===== src/logic/pin_mux_pkg.sv =====
// Constants, field layouts and carrier types for the pin function select block.
package pin_mux_pkg;
	// Register offsets as seen on the register port.
	localparam logic [7:0]  PROT_OFS       = 8'h12;
	localparam logic [7:0]  SEL_A0_OFS     = 8'h13;
	localparam logic [7:0]  SEL_A1_OFS     = 8'h14;
	localparam logic [7:0]  SEL_B0_OFS     = 8'h15;
	// Implemented bits of each register; all other bits read as zero.
	localparam logic [15:0] PROT_MASK      = 16'h000F;
	localparam logic [15:0] SEL_A0_MASK    = 16'h1F00;
	localparam logic [15:0] SEL_A1_MASK    = 16'h3F5F;
	localparam logic [15:0] SEL_B0_MASK    = 16'h7FF5;
	localparam logic [15:0] SEL_RST        = 16'h0000;
	// Protection fields: position and four-value encoding.
	localparam int          CLK_PROT_LSB   = 2;
	localparam int          MUX_PROT_LSB   = 0;
	localparam logic [1:0]  PROT_RST       = 2'h0;
	localparam logic [1:0]  PROT_ON        = 2'h1;
	localparam logic [1:0]  PROT_LOCK_OFF  = 2'h2;
	localparam logic [1:0]  PROT_LOCK_ON   = 2'h3;
	// Select field positions.
	localparam int          A6_LSB         = 12;
	localparam int          A5_LSB         = 10;
	localparam int          A4_LSB         = 8;
	localparam int          A14_LSB        = 12;
	localparam int          A13_LSB        = 10;
	localparam int          A12_LSB        = 8;
	localparam int          A11_LSB        = 6;
	localparam int          A10_LSB        = 4;
	localparam int          A9_LSB         = 2;
	localparam int          A8_LSB         = 0;
	localparam int          B6_LSB         = 13;
	localparam int          B5_LSB         = 11;
	localparam int          B4_LSB         = 8;
	localparam int          B3_LSB         = 6;
	localparam int          B2_LSB         = 4;
	localparam int          B1_LSB         = 2;
	localparam int          B0_LSB         = 0;
	// Pad indices of the muxed pads.
	localparam int          NPAD           = 17;
	localparam int          PAD_A4         = 0;
	localparam int          PAD_A5         = 1;
	localparam int          PAD_A6         = 2;
	localparam int          PAD_A8         = 3;
	localparam int          PAD_A9         = 4;
	localparam int          PAD_A10        = 5;
	localparam int          PAD_A11        = 6;
	localparam int          PAD_A12        = 7;
	localparam int          PAD_A13        = 8;
	localparam int          PAD_A14        = 9;
	localparam int          PAD_B0         = 10;
	localparam int          PAD_B1         = 11;
	localparam int          PAD_B2         = 12;
	localparam int          PAD_B3         = 13;
	localparam int          PAD_B4         = 14;
	localparam int          PAD_B5         = 15;
	localparam int          PAD_B6         = 16;
	localparam int          NFN            = 36;

	// Peripheral functions; each indexes the function-side vectors.
	typedef enum logic [5:0] {
		FN_NONE, FN_PWM_FAULT_IN_0, FN_PWM_FAULT_IN_1, FN_PWM_FAULT_IN_2,
		FN_PWM_FAULT_IN_3, FN_TIMER_A_CH0, FN_TIMER_A_CH1, FN_TIMER_A_CH2,
		FN_TIMER_A_CH3, FN_TIMER_B_CH0, FN_TIMER_B_CH1, FN_TIMER_B_CH2,
		FN_TIMER_B_CH3, FN_PWM_OUT4, FN_PWM_OUT5, FN_SPI1_DATA_OUT,
		FN_SPI1_DATA_IN, FN_SPI1_SERIAL_CLOCK, FN_SPI1_SLAVE_SELECT,
		FN_SPI0_DATA_OUT, FN_SPI0_DATA_IN, FN_SPI0_SERIAL_CLOCK,
		FN_SPI0_SLAVE_SELECT, FN_COMPARATOR_A_INPUT1, FN_COMPARATOR_A_INPUT2,
		FN_COMPARATOR_B_INPUT1, FN_COMPARATOR_B_INPUT2, FN_SERIAL0_RECEIVE,
		FN_I2C_DATA, FN_I2C_CLOCK, FN_EXT_CLOCK_INPUT, FN_CLOCK_OUTPUT,
		FN_PWM_PAIR01_EXT_SOURCE, FN_PWM_PAIR23_EXT_SOURCE,
		FN_PWM_PAIR45_EXT_SOURCE, FN_LAST
	} fn_e;

	// One register port request.
	typedef struct packed {
		logic [7:0]  addr;
		logic [15:0] wdata;
		logic        wr;
		logic        rd;
	} bus_req_s;

	// Protection control pair.
	typedef struct packed {
		logic [1:0] clock_ctrl_protect;
		logic [1:0] mux_protect;
	} prot_s;

	// Whole state of the block.
	typedef struct packed {
		prot_s       prot;
		logic [15:0] sel_a0;
		logic [15:0] sel_a1;
		logic [15:0] sel_b0;
		logic [15:0] rdata;
	} state_s;
endpackage : pin_mux_pkg


===== src/logic/pin_function_select_protect.sv =====
// Pin function select registers, pad steering and write protection control.
// Function
// - Clock protection active blocks writes to clock enable, stop disable, rate registers.
// - Protection code: 00 off (reset), 01 on, 10 off locked, 11 on locked.
// - A field written with upper bit set is frozen until chip reset.
// - Mux protection blocks select, source select, peripheral enable, push-pull, drive writes.
// - Mux protection uses the same encoding and lock behaviour, reset 00.
// - Mux protection also guards the test PWM fields of clock output control.
// - Peripheral enable 0 gives GPIO control; 1 lets the select field choose.
// - Selection steers outputs to pads and inputs from pads.
// - One function per pad set advised; outputs fan out, inputs are combined.
// - After reset every pad is GPIO, except test port and reset pins.
// - Port A select 0 decodes pins 6, 5 and 4.
// - Port A pins 14, 13, 12: timer B, SPI1, timer A, reserved.
// - Port A pin 11 and 10: comparator input 2 or timer B.
// - Port A pins 9 and 8: fault, timer A, comparator input 1.
// - Port B pins 6 and 5 decode as listed, 11 reserved.
// - Port B pin 4 three-bit field: five functions, rest reserved.
// - Port B pins 3 and 2: SPI0 data, timer A, PWM pair source.
// - Port B pin 1 and 0: SPI0 or I2C.
// - Unlocked protection may be cleared and set again freely.
`timescale 1ns/1ns
module pin_function_select_protect
	import pin_mux_pkg::*;
(
	input  wire logic            mclk_i,
	input  wire logic            rst_b_i,
	input  wire bus_req_s        bus_i,
	output logic      [15:0]     rdata_o,
	output logic                 clock_ctrl_write_block_o,
	output logic                 mux_write_block_o,
	input  wire logic [NPAD-1:0] periph_enable_i,
	input  wire logic [NPAD-1:0] gpio_out_i,
	input  wire logic [NPAD-1:0] gpio_oe_i,
	output logic      [NPAD-1:0] gpio_in_o,
	input  wire logic [NPAD-1:0] pad_in_i,
	output logic      [NPAD-1:0] pad_out_o,
	output logic      [NPAD-1:0] pad_oe_o,
	input  wire logic [NFN-1:0]  fn_out_i,
	input  wire logic [NFN-1:0]  fn_oe_i,
	output logic      [NFN-1:0]  fn_in_o
);

	state_s          s_q;
	state_s          s_d;
	logic            clk_active;
	logic            mux_active;
	fn_e             pad_fn [NPAD];

	// Bit 0 of a protection field is the on/off setting, bit 1 the lock.
	assign clk_active = s_q.prot.clock_ctrl_protect[0];
	assign mux_active = s_q.prot.mux_protect[0];

	// Gate lines for protected registers held in the clock and GPIO modules.
	assign clock_ctrl_write_block_o = clk_active;
	assign mux_write_block_o        = mux_active;
	assign rdata_o                  = s_q.rdata;

	// Decodes the function chosen by a pad's select field.
	function automatic fn_e decode(input int p, input state_s s);
		fn_e f;
		f = FN_NONE;
		case (p)
			PAD_A6: f = s.sel_a0[A6_LSB] ? FN_TIMER_A_CH0 : FN_PWM_FAULT_IN_0;
			PAD_A5: begin
				case (s.sel_a0[A5_LSB +: 2])
					2'h0:    f = FN_PWM_OUT5;
					2'h1:    f = FN_PWM_FAULT_IN_2;
					2'h2:    f = FN_TIMER_A_CH3;
					default: f = FN_NONE;
				endcase
			end
			PAD_A4: begin
				case (s.sel_a0[A4_LSB +: 2])
					2'h0:    f = FN_PWM_OUT4;
					2'h1:    f = FN_PWM_FAULT_IN_1;
					2'h2:    f = FN_TIMER_A_CH2;
					default: f = FN_NONE;
				endcase
			end
			PAD_A14: begin
				case (s.sel_a1[A14_LSB +: 2])
					2'h0:    f = FN_TIMER_B_CH3;
					2'h1:    f = FN_SPI1_DATA_OUT;
					2'h2:    f = FN_TIMER_A_CH3;
					default: f = FN_NONE;
				endcase
			end
			PAD_A13: begin
				case (s.sel_a1[A13_LSB +: 2])
					2'h0:    f = FN_TIMER_B_CH2;
					2'h1:    f = FN_SPI1_DATA_IN;
					2'h2:    f = FN_TIMER_A_CH2;
					default: f = FN_NONE;
				endcase
			end
			PAD_A12: begin
				case (s.sel_a1[A12_LSB +: 2])
					2'h0:    f = FN_TIMER_B_CH1;
					2'h1:    f = FN_SPI1_SERIAL_CLOCK;
					2'h2:    f = FN_TIMER_A_CH1;
					default: f = FN_NONE;
				endcase
			end
			PAD_A11: f = s.sel_a1[A11_LSB] ? FN_TIMER_B_CH3 : FN_COMPARATOR_B_INPUT2;
			PAD_A10: f = s.sel_a1[A10_LSB] ? FN_TIMER_B_CH2 : FN_COMPARATOR_A_INPUT2;
			PAD_A9: begin
				case (s.sel_a1[A9_LSB +: 2])
					2'h0:    f = FN_PWM_FAULT_IN_2;
					2'h1:    f = FN_TIMER_A_CH3;
					2'h2:    f = FN_COMPARATOR_B_INPUT1;
					default: f = FN_NONE;
				endcase
			end
			PAD_A8: begin
				case (s.sel_a1[A8_LSB +: 2])
					2'h0:    f = FN_PWM_FAULT_IN_1;
					2'h1:    f = FN_TIMER_A_CH2;
					2'h2:    f = FN_COMPARATOR_A_INPUT1;
					default: f = FN_NONE;
				endcase
			end
			PAD_B6: begin
				case (s.sel_b0[B6_LSB +: 2])
					2'h0:    f = FN_SERIAL0_RECEIVE;
					2'h1:    f = FN_I2C_DATA;
					2'h2:    f = FN_EXT_CLOCK_INPUT;
					default: f = FN_NONE;
				endcase
			end
			PAD_B5: begin
				case (s.sel_b0[B5_LSB +: 2])
					2'h0:    f = FN_TIMER_A_CH1;
					2'h1:    f = FN_PWM_FAULT_IN_3;
					2'h2:    f = FN_EXT_CLOCK_INPUT;
					default: f = FN_NONE;
				endcase
			end
			PAD_B4: begin
				case (s.sel_b0[B4_LSB +: 3])
					3'h0:    f = FN_TIMER_A_CH0;
					3'h1:    f = FN_CLOCK_OUTPUT;
					3'h2:    f = FN_SPI1_SLAVE_SELECT;
					3'h3:    f = FN_TIMER_B_CH0;
					3'h4:    f = FN_PWM_PAIR45_EXT_SOURCE;
					default: f = FN_NONE;
				endcase
			end
			PAD_B3: begin
				case (s.sel_b0[B3_LSB +: 2])
					2'h0:    f = FN_SPI0_DATA_OUT;
					2'h1:    f = FN_TIMER_A_CH3;
					2'h2:    f = FN_PWM_PAIR23_EXT_SOURCE;
					default: f = FN_NONE;
				endcase
			end
			PAD_B2: begin
				case (s.sel_b0[B2_LSB +: 2])
					2'h0:    f = FN_SPI0_DATA_IN;
					2'h1:    f = FN_TIMER_A_CH2;
					2'h2:    f = FN_PWM_PAIR01_EXT_SOURCE;
					default: f = FN_NONE;
				endcase
			end
			PAD_B1: f = s.sel_b0[B1_LSB] ? FN_I2C_DATA : FN_SPI0_SLAVE_SELECT;
			PAD_B0: f = s.sel_b0[B0_LSB] ? FN_I2C_CLOCK : FN_SPI0_SERIAL_CLOCK;
			default: f = FN_NONE;
		endcase
		return f;
	endfunction : decode

	// Pad steering: GPIO when disabled, else the chosen peripheral both ways.
	always_comb begin
		fn_in_o = '0;
		for (int p = 0; p < NPAD; p++) begin
			pad_fn[p]    = decode(p, s_q);
			gpio_in_o[p] = pad_in_i[p];
			if (!periph_enable_i[p]) begin
				pad_out_o[p] = gpio_out_i[p];
				pad_oe_o[p]  = gpio_oe_i[p];
			end else if (pad_fn[p] == FN_NONE) begin
				pad_out_o[p] = 1'b0;
				pad_oe_o[p]  = 1'b0;
			end else begin
				pad_out_o[p] = fn_out_i[pad_fn[p]];
				pad_oe_o[p]  = fn_oe_i[pad_fn[p]];
				fn_in_o[pad_fn[p]] = fn_in_o[pad_fn[p]] | pad_in_i[p];
			end
		end
		fn_in_o[FN_NONE] = 1'b0;
	end

	// Register writes, protection and the one-cycle-late read data.
	always_comb begin
		s_d = s_q;
		s_d.rdata = '0;
		if (bus_i.wr) begin
			case (bus_i.addr)
				PROT_OFS: begin
					if (!s_q.prot.clock_ctrl_protect[1]) begin
						s_d.prot.clock_ctrl_protect = bus_i.wdata[CLK_PROT_LSB +: 2];
					end
					if (!s_q.prot.mux_protect[1]) begin
						s_d.prot.mux_protect = bus_i.wdata[MUX_PROT_LSB +: 2];
					end
				end
				SEL_A0_OFS: begin
					if (!mux_active) begin
						s_d.sel_a0 = bus_i.wdata & SEL_A0_MASK;
					end
				end
				SEL_A1_OFS: begin
					if (!mux_active) begin
						s_d.sel_a1 = bus_i.wdata & SEL_A1_MASK;
					end
				end
				SEL_B0_OFS: begin
					if (!mux_active) begin
						s_d.sel_b0 = bus_i.wdata & SEL_B0_MASK;
					end
				end
				default: s_d = s_d;
			endcase
		end
		if (bus_i.rd) begin
			case (bus_i.addr)
				PROT_OFS:   s_d.rdata = {12'h000, s_q.prot};
				SEL_A0_OFS: s_d.rdata = s_q.sel_a0;
				SEL_A1_OFS: s_d.rdata = s_q.sel_a1;
				SEL_B0_OFS: s_d.rdata = s_q.sel_b0;
				default:    s_d.rdata = 16'h0000;
			endcase
		end
	end

	// State register; reset restores defaults and unlocks protection.
	always_ff @(posedge mclk_i or negedge rst_b_i) begin
		if (!rst_b_i) begin
			s_q.prot.clock_ctrl_protect <= PROT_RST;
			s_q.prot.mux_protect        <= PROT_RST;
			s_q.sel_a0                  <= SEL_RST;
			s_q.sel_a1                  <= SEL_RST;
			s_q.sel_b0                  <= SEL_RST;
			s_q.rdata                   <= 16'h0000;
		end else begin
			s_q <= s_d;
		end
	end
endmodule : pin_function_select_protect


===== config.mk =====
export PLATFORM = sky130hd
export DESIGN_NAME = pin_function_select_protect
export DESIGN_NICKNAME = d
export VERILOG_FILES = /design/src/logic/pin_mux_pkg.sv /design/src/logic/pin_function_select_protect.sv
export SDC_FILE = /design/constraint.sdc
export NUM_CORES = 1
export LEC_CHECK = 0
export ABC_AREA = 1
export BUFFER_PORTS_ARGS = -buffer_cell sky130_fd_sc_hd__clkbuf_2
export CORE_ASPECT_RATIO = 1.75
export CORE_MARGIN = 2
export CORE_UTILIZATION = 40
export DETAILED_ROUTE_END_ITERATION = 12
export PLACE_DENSITY = 0.75
export SLEW_MARGIN = 10
export SYNTH_ARGS = -nofsm -noshare
export SYNTH_HDL_FRONTEND = slang
export SYNTH_SLANG_ARGS = --single-unit
export TNS_END_PERCENT = 30

===== constraint.sdc =====
create_clock -name mclk_i -period 8.34 [get_ports mclk_i]
set_clock_uncertainty 0.15 [all_clocks]
set_input_delay 1.251 -clock mclk_i [delete_from_list [all_inputs] [get_ports mclk_i]]
set_output_delay 1.251 -clock mclk_i [all_outputs]
set_load 0.02 [all_outputs]

==> out/qor.yml <==
fmax_mhz: 164
critical_path.endpoint_type: "primary output"
max_stage_delay_ns: 0.59
timing.hold.worst.class: "register to register"
dpl.hpwl_um: 23100
hold_ws_ns: 0.367
minimum_setup_slack_among_reg_to_reg_paths_ns: 6.56
detail_route.first_pass.iterations: 5
ys_types: 48
rsz_0062_raised_after_global_routing: "false"
outcome: "complete, no violations"
ys_ff_latch: 49
crit_slowest_cell: "dfrtp_1"
number_of_enable_type_register_cells_in_the_synthesized_netlist: 0
placement_stage_worst_setup_slack_ns: 2.55
clock_insertion_delay_worst_skew_ns: 0.30
cts_setup_buffers: 0
tightestPinTransition_ns: 0.818
drc_errors: 0
crit_required_ns: 6.94
grt_pass1_wl_um: 39400
final_setup_violations: 0
synthesis.area_per_instance_sq_um: 6.14
clockRootBuffer: "clkbuf_16"
p_per_area_nw_per_um2: 107
cts-root-to-sink-buffers: 2
ioPinCount: 273
grt.met2_usage: 0.563
ctsResizeCount: 0
hp-start: "s_q[67]"
fin_ws_ns: 2.25
synth.cell_area_sq_um: 6070
seq_total_area_yosys: 0.202
number_of_drc_markers_in_iteration_0: 496
clock_sinks: 49
final_area_sq_um: 7460
synth_top_flop_cell: "dfrtp_1"
final_nets: 1418
grt_pass1_vias: 7095
max-cap-violations: 0
grt_usage: 0.314
timing.final.max_slew_violations: 0
fp.coreArea_sq_um: 14800
ant_nets: 0
worst_supply_voltage_drop_on_vdd_uv: 187
critical_path.max_fanout: 15
p_leak_nw: 4.17
y_dimension_of_the_die_um: 167
share_of_post_route_cells_with_drive_strength_above_1: 0.270
die_width_um: 97.1
detailroute.via_count: 7644
timing.max_slew.rel_slack: 0.453
synth_cells: 989
cts_inserted_buffers: 5
detail_route.vias_per_cell: 5.46
post_cts_hold_buffer_count: 0
hold_viol: 0
drt-wirelength-per-cell_um: 19.3
route.final.wire_length_um: 27000
timing.rr.start: "mux_write_block_o"
timing.hold.worst_path_depth: 2
number_of_cells_on_the_worst_reg_to_reg_path: 3
worst_hold_endpoint: "s_q[67]"
totalNegativeSetupSlack_ns: 0
start_util: 0.409
num_antenna_cells: 0
globalRoute.busiestLayer: "met2"
tritoncts_clock_tree: "built"
cts-htree-levels: 2
core.rowCount: 59
grt_overflow: 0
port_buffers: 268
grt.met1_usage: 0.355
die-area_sq_um: 16200
use_met3: 0.0248
worst_setup_path_start_kind: "register"
yosys_warnings: 0
clkTransAtPathRegs_ns: 0.06
place.gp.congestion: 1.01
period_needed_ns: 6.09
cpMostUsedCell: "nand2_2"
worst-endpoint-arrival_ns: 4.69
synth-async-reset-ratio: 1.00
area_growth_syn_to_layout_pct: 22.8
rr_endpoint: "s_q[28]"
antenna_found_initial: 0
fin_crit_sh: 0.730
grt_max_degree: 50
setup_cp_type: "register to primary output"
dpl_cell_area_sq_um: 7310
==> metal layers <==
layer / part of all wire / vias to the layer above
li1: - / 3687
met1: 0.37 / 3472
met2: 0.50 / 388
met3: 0.059 / 97
met4: 0.071 / 0
met5: 0 / -
==> final cells by class <==
type	count	area, sq um
inverter	184	691
tap	183	229
sequential	49	1230
clock buffer	5	125
timing repair buffer	271	1360
multi-input combinational	706	3800
clock inverter	3	17.5
fill	1610	7380
==> cell usage in the layout, fill, tap and decap left out, drive strengths merged, types with 4 or more instances in the layout <==
| cell type | synthesis | final |
|---|---|---|
| nand2 | 238 | 238 |
| or2 | 4 | 4 |
| nor2 | 97 | 97 |
| nor3 | 18 | 18 |
| a32o | 8 | 8 |
| nand4 | 6 | 6 |
| o311ai | 5 | 5 |
| nand3 | 57 | 57 |
| o211ai | 9 | 9 |
| a221oi | 4 | 4 |
| a41oi | 5 | 5 |
| inv | 181 | 181 |
| clkinv | 3 | 5 |
| a21oi | 48 | 48 |
| o22ai | 10 | 10 |
| o21ai | 111 | 111 |
| nor4 | 5 | 5 |
| clkbuf | 12 | 273 |
| o221ai | 10 | 10 |
| ha | 33 | 33 |
| dfrtp | 49 | 49 |
| a31oi | 15 | 15 |
| o31ai | 4 | 4 |
==> state kept, by name, indices dropped and copies added (netlist names) <==
register,count
clock_ctrl_write_block_o,1
mux_write_block_o,1
rdata_o,15
s_q,32
==> metrics by stage <==
step | power [mW] | util | instances
floorplan | 0.468 | - | 991
global placement | 0.599 | 0.493 | 1393
detailed placement | 0.599 | 0.493 | 1393
CTS | 0.797 | 0.502 | 1401
global route | 0.838 | 0.502 | 1401
finish | 0.800 | 0.502 | 1401
==> power breakdown <==
part	internal (mW)	switching, mW
Clock	0.110	0.0892
Combinational	0.113	0.229
Sequential	0.244	0.0134
Total	0.468	0.332
==> kinds of logic (layout without fill, tap and decap cells) <==
kind of cell / Yosys count / after routing / share of synthesized area
adder cells (fa/ha/maj): 33 / 33 / 0.0680
flip-flops: 49 / 49 / 0.202
AO/OA/AOI/OAI: 240 / 240 / 0.241
other: 1 / 3 / 0.000618
buffers and inverters: 236 / 463 / 0.173
AND/OR/NAND/NOR: 426 / 426 / 0.308
multiplexers: 4 / 4 / 0.00721
==> worst max-delay path, delay by kind of cell, from the launching register on <==
kind                     cells  cell delay, ns
AND/OR/NAND/NOR             33            2.84
buffers and inverters        4            0.64
flip-flops                   1            0.59
adder cells (fa/ha/maj)      1            0.31
==> synthesized netlist by cell type (2+ instances only) <==
cell type	number	area [sq um]
nand2_1	217	815
inv_1	176	661
o21ai_0	109	546
nor2_1	93	349
nand3_1	50	250
dfrtp_1	49	1230
a21oi_1	46	230
buf_4	38	285
ha_1	33	413
nor3_1	18	90.1
nand2_2	16	100
a31oi_1	14	87.6
clkbuf_1	11	41.3
o221ai_1	10	87.6
o22ai_1	10	62.6
o211ai_1	9	67.6
a32o_1	8	80.1
nand3_2	7	70.1
a41oi_1	5	43.8
inv_2	5	18.8
nand2_4	5	56.3
nand4_1	5	31.3
nor4_1	5	31.3
o311ai_0	5	43.8
o31ai_1	4	30.0
a221oi_1	3	26.3
a22oi_1	3	22.5
clkinv_1	3	11.3
mux2_2	3	33.8
nor2_2	3	18.8
o2111ai_1	3	26.3
o41ai_1	3	26.3
or2_2	3	18.8
a21oi_2	2	17.5
o21ai_1	2	10.0
==> worst max-delay path by stage <==
| stage | start | end | slack [ns] |
|---|---|---|---|
| finish | s_q[56] | fn_in_o[3] | 2.25 |
| global route | s_q[56] | fn_in_o[2] | 1.92 |
| global placement | pad_in_i[0] | fn_in_o[2] | 2.59 |
| CTS | s_q[56] | fn_in_o[2] | 2.30 |
| detailed placement | pad_in_i[0] | fn_in_o[2] | 2.55 |
| floorplan | periph_enable_i[0] | fn_in_o[31] | 3.24 |
No activity file was read; power rests on OpenSTA's default activity.
